==> src/usb_desc_pkg.sv <==
// constants for the endpoint and other-speed descriptor source
// assumes one 100 MHz controller clock shared by all users
package usb_desc_pkg;
   localparam logic [7:0] EP_LEN = 8'h07;
   localparam logic [7:0] EP_TYPE = 8'h05;
   localparam logic [7:0] EP_BULK_IN_ADDR = 8'h81;
   localparam logic [7:0] EP_BULK_OUT_ADDR = 8'h02;
   localparam logic [7:0] EP_INTR_ADDR = 8'h83;
   localparam logic [7:0] EP_ATTR_BULK = 8'h02;
   localparam logic [7:0] EP_ATTR_INTR = 8'h03;
   localparam logic [7:0] EP_BULK_INTERVAL = 8'h00;
   localparam logic [15:0] MPS_FULL = 16'h0040;
   localparam logic [15:0] MPS_HIGH = 16'h0200;
   localparam logic [15:0] MPS_INTR = 16'h0010;
   localparam logic [7:0] INTR_HS_DEFAULT = 8'h04;
   localparam logic [7:0] INTR_FS_DEFAULT = 8'h01;
   localparam logic [7:0] OSC_LEN = 8'h09;
   localparam logic [7:0] OSC_TYPE = 8'h07;
   localparam logic [15:0] OSC_TOTAL = 16'h0027;
   localparam logic [7:0] OSC_NUM_IF = 8'h01;
   localparam logic [7:0] OSC_CFG_VALUE = 8'h01;
   localparam logic [7:0] OSC_STR_DEFAULT = 8'h00;
   localparam logic [7:0] OSC_ATTR_DEFAULT = 8'he0;
   localparam logic [7:0] POWER_SELF = 8'h01;
   localparam logic [7:0] POWER_BUS = 8'hfa;
   // descriptor byte offsets
   localparam logic [7:0] OFS_LEN = 8'h00;
   localparam logic [7:0] OFS_TYPE = 8'h01;
   localparam logic [7:0] OFS_ADDR = 8'h02;
   localparam logic [7:0] OFS_ATTR = 8'h03;
   localparam logic [7:0] OFS_MPS_LO = 8'h04;
   localparam logic [7:0] OFS_MPS_HI = 8'h05;
   localparam logic [7:0] OFS_INTERVAL = 8'h06;
   localparam logic [7:0] OFS_TOT_LO = 8'h02;
   localparam logic [7:0] OFS_TOT_HI = 8'h03;
   localparam logic [7:0] OFS_NUM_IF = 8'h04;
   localparam logic [7:0] OFS_CFG_VAL = 8'h05;
   localparam logic [7:0] OFS_STR = 8'h06;
   localparam logic [7:0] OFS_CFG_ATTR = 8'h07;
   localparam logic [7:0] OFS_POWER = 8'h08;
   localparam logic [7:0] BYTE_ZERO = 8'h00;
   localparam logic [7:0] ONE_BYTE = 8'h01;
   localparam logic [7:0] TWO_BYTES = 8'h02;
   typedef enum logic [1:0] {
      SEL_BULK_IN = 2'h0,
      SEL_BULK_OUT = 2'h1,
      SEL_INTR = 2'h2,
      SEL_OTHER_SPEED = 2'h3
   } desc_sel_t;
   typedef enum logic {
      ST_IDLE = 1'b0,
      ST_SEND = 1'b1
   } desc_state_t;
endpackage

==> src/usb_desc_source.sv <==
// byte-serial source for the bulk-in, bulk-out, interrupt endpoint and
// other-speed configuration descriptors
// assumes the control engine and nonvolatile loader share ref_clk;
// selfPowered is a board pin and is synchronised here
//
// Operation
// Bulk-in endpoint descriptor is fixed: 07h, 05h, 81h, 02h, interval 00h.
// Bulk-in max packet is 64 bytes at full speed and 512 at high speed.
// Bulk-out descriptor is fixed: 07h, 05h, 02h, 02h, interval 00h.
// Bulk-out max packet is 64 bytes at full speed and 512 at high speed.
// Bulk intervals read 00h and the host ignores them.
// Interrupt endpoint: 07h, 05h, 83h, 03h, packet 10h, stored interval.
// Interrupt interval is kept per speed, default 04h high, 01h full.
// Other-speed descriptor has length 09h and fixed type 07h.
// Other-speed total length reads 0027h.
// Interface count 01h, config value 01h, string index 00h unless stored.
// Stored length, total, interface count, config value stay default.
// Other-speed attributes default to E0h; stored config flags win.
// Max power defaults to 01h self or FAh bus powered unless stored.
// Other-speed fields use the stored values of the opposite speed.
// Bytes go out in offset order, stopping at min of length and request.
`timescale 1ns/1ns
module usb_desc_source
   import usb_desc_pkg::*;
(
   input wire logic ref_clk,
   input wire logic nrst,
   input wire logic highSpeed,
   input wire logic selfPowered,
   input wire logic nvValid,
   input wire logic [7:0] nvHsInterval,
   input wire logic [7:0] nvFsInterval,
   input wire logic [7:0] nvHsStrIdx,
   input wire logic [7:0] nvFsStrIdx,
   input wire logic [7:0] nvHsAttr,
   input wire logic [7:0] nvFsAttr,
   input wire logic nvHsPowerValid,
   input wire logic nvFsPowerValid,
   input wire logic [7:0] nvHsPower,
   input wire logic [7:0] nvFsPower,
   input wire logic reqStart,
   input wire logic [1:0] reqSel,
   input wire logic [15:0] reqLen,
   input wire logic dataReady,
   output logic [7:0] dataByte,
   output logic dataValid,
   output logic dataLast,
   output logic busy
);
   logic selfMeta;
   logic selfSync;
   desc_state_t state;
   desc_state_t next_state;
   desc_sel_t sel;
   desc_sel_t next_sel;
   logic [7:0] idx;
   logic [7:0] next_idx;
   logic [7:0] limit;
   logic [7:0] next_limit;
   logic [7:0] next_dataByte;
   logic next_dataValid;
   logic next_dataLast;
   logic next_busy;
   logic [7:0] intrHs;
   logic [7:0] intrFs;
   logic [7:0] oscStr;
   logic [7:0] oscAttr;
   logic [7:0] oscPower;
   logic [15:0] bulkMps;
   logic [7:0] reqDescLen;
   logic [7:0] reqLimit;

   // two-flop synchroniser for the power-mode pin
   always_ff @(posedge ref_clk or negedge nrst) begin
      if (!nrst) begin
         selfMeta <= 1'b0;
         selfSync <= 1'b0;
      end else begin
         selfMeta <= selfPowered;
         selfSync <= selfMeta;
      end
   end

   // per-speed interrupt intervals with fallbacks
   assign intrHs = nvValid ? nvHsInterval : INTR_HS_DEFAULT;
   assign intrFs = nvValid ? nvFsInterval : INTR_FS_DEFAULT;
   assign bulkMps = highSpeed ? MPS_HIGH : MPS_FULL;

   // other-speed fields come from the opposite speed's stored set
   always_comb begin
      if (!nvValid) begin
         oscStr = OSC_STR_DEFAULT;
         oscAttr = OSC_ATTR_DEFAULT;
      end else if (highSpeed) begin
         oscStr = nvFsStrIdx;
         oscAttr = nvFsAttr;
      end else begin
         oscStr = nvHsStrIdx;
         oscAttr = nvHsAttr;
      end
      oscPower = selfSync ? POWER_SELF : POWER_BUS;
      if (nvValid && highSpeed && nvFsPowerValid) begin
         oscPower = nvFsPower;
      end else if (nvValid && !highSpeed && nvHsPowerValid) begin
         oscPower = nvHsPower;
      end
   end

   function automatic logic [7:0] descLen(input desc_sel_t s);
      descLen = (s == SEL_OTHER_SPEED) ? OSC_LEN : EP_LEN;
   endfunction

   function automatic logic [7:0] epByte(
      input logic [7:0] ofs,
      input logic [7:0] addr,
      input logic [7:0] attr,
      input logic [15:0] mps,
      input logic [7:0] ival
   );
      case (ofs)
         OFS_LEN: epByte = EP_LEN;
         OFS_TYPE: epByte = EP_TYPE;
         OFS_ADDR: epByte = addr;
         OFS_ATTR: epByte = attr;
         OFS_MPS_LO: epByte = mps[7:0];
         OFS_MPS_HI: epByte = mps[15:8];
         OFS_INTERVAL: epByte = ival;
         default: epByte = BYTE_ZERO;
      endcase
   endfunction

   function automatic logic [7:0] descByte(
      input desc_sel_t s,
      input logic [7:0] ofs
   );
      case (s)
         SEL_BULK_IN: descByte = epByte(ofs, EP_BULK_IN_ADDR,
            EP_ATTR_BULK, bulkMps, EP_BULK_INTERVAL);
         SEL_BULK_OUT: descByte = epByte(ofs, EP_BULK_OUT_ADDR,
            EP_ATTR_BULK, bulkMps, EP_BULK_INTERVAL);
         SEL_INTR: descByte = epByte(ofs, EP_INTR_ADDR, EP_ATTR_INTR,
            MPS_INTR, highSpeed ? intrHs : intrFs);
         default: begin
            case (ofs)
               OFS_LEN: descByte = OSC_LEN;
               OFS_TYPE: descByte = OSC_TYPE;
               OFS_TOT_LO: descByte = OSC_TOTAL[7:0];
               OFS_TOT_HI: descByte = OSC_TOTAL[15:8];
               // stored copies must equal defaults, so hardwired
               OFS_NUM_IF: descByte = OSC_NUM_IF;
               OFS_CFG_VAL: descByte = OSC_CFG_VALUE;
               OFS_STR: descByte = oscStr;
               OFS_CFG_ATTR: descByte = oscAttr;
               OFS_POWER: descByte = oscPower;
               default: descByte = BYTE_ZERO;
            endcase
         end
      endcase
   endfunction

   // byte count is the shorter of descriptor and request
   assign reqDescLen = descLen(desc_sel_t'(reqSel));
   assign reqLimit = (reqLen < {8'h00, reqDescLen}) ? reqLen[7:0] :
      reqDescLen;

   always_comb begin
      next_state = state;
      next_sel = sel;
      next_idx = idx;
      next_limit = limit;
      next_dataByte = dataByte;
      next_dataValid = dataValid;
      next_dataLast = dataLast;
      next_busy = busy;
      case (state)
         ST_IDLE: begin
            if (reqStart && reqLen != 16'h0000) begin
               next_state = ST_SEND;
               next_sel = desc_sel_t'(reqSel);
               next_idx = BYTE_ZERO;
               next_limit = reqLimit;
               next_dataByte = descByte(desc_sel_t'(reqSel), BYTE_ZERO);
               next_dataValid = 1'b1;
               next_dataLast = (reqLimit == ONE_BYTE);
               next_busy = 1'b1;
            end
         end
         ST_SEND: begin
            if (dataReady) begin
               if (dataLast) begin
                  next_state = ST_IDLE;
                  next_dataValid = 1'b0;
                  next_dataLast = 1'b0;
                  next_dataByte = BYTE_ZERO;
                  next_busy = 1'b0;
               end else begin
                  next_idx = idx + ONE_BYTE;
                  next_dataByte = descByte(sel, idx + ONE_BYTE);
                  next_dataLast = (idx + TWO_BYTES == limit);
               end
            end
         end
         default: begin
            next_state = ST_IDLE;
            next_dataValid = 1'b0;
            next_dataLast = 1'b0;
            next_busy = 1'b0;
         end
      endcase
   end

   always_ff @(posedge ref_clk or negedge nrst) begin
      if (!nrst) begin
         state <= ST_IDLE;
         sel <= SEL_BULK_IN;
         idx <= BYTE_ZERO;
         limit <= BYTE_ZERO;
         dataByte <= BYTE_ZERO;
         dataValid <= 1'b0;
         dataLast <= 1'b0;
         busy <= 1'b0;
      end else begin
         state <= next_state;
         sel <= next_sel;
         idx <= next_idx;
         limit <= next_limit;
         dataByte <= next_dataByte;
         dataValid <= next_dataValid;
         dataLast <= next_dataLast;
         busy <= next_busy;
      end
   end
endmodule // usb_desc_source

==> config.mk <==
export PLATFORM = sky130hd
export DESIGN_NAME = usb_desc_source
export DESIGN_NICKNAME = d
export VERILOG_FILES = /design/src/usb_desc_pkg.sv /design/src/usb_desc_source.sv
export SDC_FILE = /design/constraint.sdc
export NUM_CORES = 1
export LEC_CHECK = 0
export BUFFER_PORTS_ARGS = -buffer_cell sky130_fd_sc_hd__buf_2
export CAP_MARGIN = 5
export CORE_MARGIN = 2
export CORE_UTILIZATION = 40
export DETAILED_ROUTE_END_ITERATION = 10
export PLACE_DENSITY = 0.69
export SYNTH_ARGS = -nofsm -noshare
export SYNTH_HDL_FRONTEND = slang
export SYNTH_SLANG_ARGS = --single-unit
==> constraint.sdc <==
create_clock -name ref_clk -period 2.2 [get_ports ref_clk]
set_clock_uncertainty 0.05 [all_clocks]
set_input_delay 0.44 -clock ref_clk [delete_from_list [all_inputs] [get_ports ref_clk]]
set_output_delay 0.44 -clock ref_clk [all_outputs]
set_load 0.05 [all_outputs]
* Word-level counts from Yosys, hierarchy flattened
Index checks and enable logic that the tools add are counted.
W data, S select, Z words.
** Operators by class
- Equal/unequal tests :: 19
- Muxes and demuxes :: 39
- $add $sub $neg :: 2
- Reductions and logical operators :: 17
- $lt $le $gt $ge :: 1
- Bitwise logic cells :: 1
** Operators by type and width (count)
- $mux W8 :: 17
- $pmux W8 S6 :: 2
- $pmux W8 S7 :: 1
- $pmux W8 S5 :: 1
- $eq A8 B3 Y1 const B :: 4
- $pmux W8 S2 :: 2
- $pmux W8 S3 :: 1
- $eq A8 B1 Y1 const B :: 2
- $eq A8 B2 Y1 const B :: 2
- $lt A16 B4 Y1 :: 1
- $reduce_bool A16 Y1 :: 1
- $mux W10 :: 1
- $mux W1 :: 9
- $add A8 B1 Y8 const B :: 1
- $add A8 B2 Y8 const B :: 1
- $eq A8 B4 Y1 const B :: 1
- $eq A8 B8 Y1 :: 1
- $logic_not A8 Y1 :: 1
- $mux W4 :: 2
- $ne A2 B2 Y1 const B :: 4
- $eq A2 B2 Y1 const B :: 3
- $pmux W1 S2 :: 3
- $reduce_and A3 Y1 :: 2
- $logic_and A1 B1 Y1 :: 5
- 7 further kinds :: 11
** Word-level totals
- Output and inout port bits :: 11
- Word-level logic and storage cells :: 88
- Flip-flop bits (word level) :: 31
- Bits of input ports :: 91

* Depth between registers and ports, before layout
- Word-level depth :: 10
- Gate-level depth with buffers :: 9
- Gate-level depth less buffers :: 9

* Worst setup path after synthesis
Ideal clock, no wire load.
- Kind :: reg2reg
- Start point :: reg idx[1]
- End point :: reg dataByte[1]
- Stages on the path, launching flop included :: 9
- Path slack :: -0.131 ns
- Arrival :: 2.161 ns
- Required time :: 2.030 ns
- Period minus slack after synthesis :: 2.331 ns
- Buffers on the path :: 1
- Setup time :: 0.120 ns
- Cells stage by stage :: dfrtp_1 ha_1 and4_1 and3_2 o32ai_4 buf_6 nor2_2 a2111o_1 a31o_1
** On the way
- Cells in the longest elaborated chain, start to end :: 8
- Elaborated cells between the ends (all ways) :: 20
** Ends and longest elaborated chain
- start, declared :: RTL line usb_desc_source.sv:56 : logic [7:0] idx;
- start signal, assigned :: RTL line usb_desc_source.sv:225 : idx <= next_idx;
- $add A8 B1 Y8 * :: RTL line usb_desc_source.sv:198 : next_dataByte = descByte(sel, idx + ONE_BYTE);
- $eq A8 B3 Y1, or another cell as far along :: RTL line usb_desc_source.sv:120, usb_desc_source.sv:144
- $reduce_or A2 Y1 (no source line)
- $pmux W8 S7 or $pmux W8 S5 (tied branches) :: RTL line usb_desc_source.sv:144, usb_desc_source.sv:120
- $pmux W8 S3 * :: RTL line usb_desc_source.sv:136 : case (s)
- $mux W8 * :: RTL line usb_desc_source.sv:190 : if (dataLast) begin
- $mux W8 * :: RTL line usb_desc_source.sv:189 : if (dataReady) begin
- $pmux W8 S2 * :: RTL line usb_desc_source.sv:175 : case (state)
- end signal, assigned :: RTL line usb_desc_source.sv:227 : dataByte <= next_dataByte;
- end, declared :: RTL line usb_desc_source.sv:45 : output logic [7:0] dataByte,
Mark *: on every way between the ends. The rest lies on a longest branch, timed or not. The select of a mux whose other input is x is not followed.
A chain may end at the register's enable or synchronous reset.

* Worst setup path after layout
- Start point :: reg idx[1]
- End point :: reg dataByte[5]
Same word-level chain as after synthesis.

==> results <==
- The critical path launch point type is a flop.
- The final worst slack is -0.07836 ns.
- The slew at the pin closest to its max-slew limit is 0.7445 ns.
- The routed design has 10.59 mm of wire.
- The via count of the first global-routing pass came to 3426.
- Counting the buffers created by CTS gives 5.
- Data on the critical path arrives at its endpoint at 2.43 ns.
- Pin placement for this block handled 102 I/O pins.
- The time the final worst path needs with I/O delays and setup is 2.278 ns.
- Global routing used 25.44% of the available tracks across all layers.
- The count of yosys warnings during synthesis is 0.
- The first TritonRoute pass finished after 4 iterations.
- The max-capacitance violation count is 0.
- The total die area is 0.008072 sq mm.
- The TritonCTS clock tree is yes.
- The clock latency on the worst-skew pair is 0.29 ns.
- The number of cells traversed by the worst register-to-register path is 9.
- The cell type contributing the most total cell area after synthesis is dfrtp_1.
- Among all flip-flop cells after synthesis, the most frequent one is dfrtp_1.
- The run finished, with violations left.
- In the layout the commonest cells are buf_2, buf_4, nand2_1.
- The final period utilization is 103.6%.
- Clock-pin slew was measured on the worst setup and hold paths at 0.08 ns.
- The y dimension of the die is 89.85 um.
- The tightest min-delay check is of the in2async type.
- Internal power comes to 1.975 mW.
- The number of placement rows is 31.
- The number of design-rule violations left by the first detailed-router iteration is 199.
- The instance area after placement is 0.003861 sq mm.
- The layout-stage area growth over the synthesis result is 51.15%.
- The total design power is 3.875 mW.
- The mean routed wirelength per cell is 17.50 um.
- The layout has 575 filler cells.
- The remaining max-slew budget at the tightest pin is 50.37%.
- The post-synth net total is 460.
- The average instance area after synthesis is 8.188 sq um.
- The final hold violation count is 0.
- The category of the worst setup path capture point is a flop.
- The proportion of register bits with asynchronous set or reset after synthesis is 100.0%.
- Summed over all layers, the global routing overflow is 0.
- The x dimension of the die is 89.85 um.
- The analysis attributes to cell leakage a power of 2.012 nW.
- In this run the power spent charging and discharging nets is 1.899 mW.
- The maximum VDD drop is 0.5846 mV.
- Setup repair after global routing could not meet its margin everywhere.
- The post-layout net count is 606.
- The combinational share of power is 63.2%.
- The clock tree buffer depth is 2.
- Along the worst path, the maximum fanout reaches 6.
- The number of enable flip-flop cells after synthesis is 0.
- The cell count after placement is 583.
- Summed over all nets, the half-perimeter wirelength after detailed placement is 7.841 mm.
- The start-to-end type of the worst setup path is reg2reg.
- In the final layout, the share of cells above drive strength 1 is 47.63%.
- Of the total power, registers draw 24.8%.
- The checks that failed: setup timing.
- The number of antenna violations at the first check in global routing is 0.
- The initial cell density of the core is 41.08%.
- The area of all placed cells without fillers is 0.004456 sq mm.
- The repair_antennas step left the layout with diodes totalling 0.
- Before CTS, the worst setup slack after placement is -0.2131 ns.
- The accumulated negative setup slack is -0.3767 ns.
- The number of different library cells in the post-synthesis netlist is 66.
- Setup violations remaining at the end of the flow were counted as 8.
- The final core area utilization is 62.09%.
- The filler-free cell count of the finished design is 605.
- At the end of routability-driven placement, the weighted congestion stood at 0.9289.
- The level count of the clock H-tree is 2.
- The post-synthesis sequential element count is 31.
- The power density normalized to cell area is 869.6 mW/mm^2.
- Per report_power, the clock group accounts for 12.1% of the total.
- The detailed router placed 3455 vias in this run.
- The number of max-slew violations in the final report is 0.
- The clock net in this run drives a total of 31 sinks.
- The remaining antenna violation count is 0.
- The highest achievable clock rate is 438.9 MHz.
- The critical path data required time is 2.35 ns.
- In the routed layout, each cell is associated on average with a via count of 5.711.
- Counting every instance in the synthesized netlist gives 360.
- The most common library cell in the layout ignoring fill and taps is buf_2.
- In the routed design, unresolved DRC markers number 0.
- The first global-routing pass estimated 16.89 mm of wire.
- Of the total power, the share spent switching nets is 49.02%.
- The fraction of post-synthesis cell area in the top cell type by area is 26.32%.
- The count of buffers added on input and output ports is 101.
- Sequential cells were found to cover 26.32% of the synthesized design area.
- By area the synthesized netlist is led by dfrtp_1, mux2i_1, nand2_1.
- The worst hold slack is 0.1687 ns.
- The core region area is 0.007176 sq mm.
- The mapped netlist covers 0.002948 sq mm.
- The pin count of the biggest net entering global routing is 32.
- The tree is rooted in a clkbuf_8.
- In this run, post-CTS hold repair placed 0 buffers.
==> power by group through the flow <==
| stage | Sequential (mW) | Combinational, mW | Clock, mW |
|---|---|---|---|
| detailed placement | 0.938 | 2.14 | 0 |
| finish | 0.959 | 2.45 | 0.468 |
| CTS | 0.953 | 2.30 | 0.474 |
| global placement | 0.923 | 2.13 | 0 |
| global route | 0.980 | 2.63 | 0.500 |
| floorplan | 1.13 | 1.18 | 0 |
==> repair_timing <==
item	CTS	global route
pin swaps	16	6
endpoints found under the setup margin	8	8
resized for setup	51	18
cloned	2	0
setup buffers	9	4
==> final timing paths <==
| path | startpoint | to | slack, ns |
|---|---|---|---|
| worst max-delay path | idx[1]$_DFFE_PN0P_ | dataByte[5]$_DFFE_PN0P_ | -0.08 |
| worst min-delay path | nrst | dataByte[1]$_DFFE_PN0P_ | 0.17 |
| worst max register to register | idx[1]$_DFFE_PN0P_ | dataByte[5]$_DFFE_PN0P_ | -0.08 |
| worst min register to register | selfMeta$_DFF_PN0_ | selfSync$_DFF_PN0_ | 0.31 |
| max in group asynchronous | nrst | idx[2]$_DFFE_PN0P_ | 1.41 |
| min in group ref_clk | selfPowered | selfMeta$_DFF_PN0_ | 0.22 |
==> critical path, stage by stage (launching register included) <==
cell	delay (ns)
dfrtp_2	0.48
ha_4	0.19
buf_4	0.15
nand2_2	0.12
xnor2_2	0.12
or3_4	0.45
nor2_4	0.21
buf_6	0.14
a31oi_4	0.07
o31ai_2	0.23
==> final cells by class <==
| cell class | count | area [sq um] | share of cell area, % |
|---|---|---|---|
| multi-input combinational | 290 | 2338 | 52.49 |
| timing repair buffer | 168 | 1089 | 24.43 |
| sequential | 31 | 779.5 | 17.50 |
| tap | 99 | 123.9 | 2.780 |
| clock buffer | 6 | 82.58 | 1.853 |
| inverter | 10 | 37.54 | 0.8425 |
| clock inverter | 1 | 5.005 | 0.1123 |
==> routing by layer <==
layer | global-route usage [%] | routed length [um] | vias to the layer above
li1 | - | - | 1631
met1 | 31.80 | 4254 | 1632
met2 | 45.71 | 5379 | 178
met3 | 4.778 | 796 | 14
met4 | 5.513 | 157 | 0
met5 | 0 | 0 | -
==> state kept, by name (all words and copies together), names as in the netlist <==
register	cells
idx	8
dataLast	1
state	1
dataByte	8
busy	1
selfSync	1
selfMeta	1
limit	8
sel	2
==> cells by family (layout without fill, tap and decap cells) <==
kind of cell / after synthesis / in the layout / synth area share [%]
muxes: 29 / 29 / 10.23
AOI/OAI and AO/OA: 106 / 106 / 25.43
buffers and inverters: 39 / 185 / 6.196
and+or+nand+nor: 132 / 132 / 23.60
xor gates and xnor gates: 14 / 14 / 4.414
adders and majority gates: 9 / 9 / 3.820
DFF: 31 / 31 / 26.32
==> synth_stat cells (4+ instances only) <==
master / instances
nand2_1: 40
dfrtp_1: 31
a21oi_1: 26
o21ai_0: 21
mux2i_1: 20
nor2_1: 17
clkbuf_1: 15
nand3_1: 14
nor3_1: 11
nor4_1: 11
inv_1: 10
nor2b_1: 10
ha_1: 9
mux2_2: 9
a31oi_1: 8
o31ai_1: 8
xnor2_1: 8
a211oi_1: 7
buf_2: 7
and2_1: 6
xor2_1: 5
a311oi_1: 4
Power figures use the tool's default switching activity.
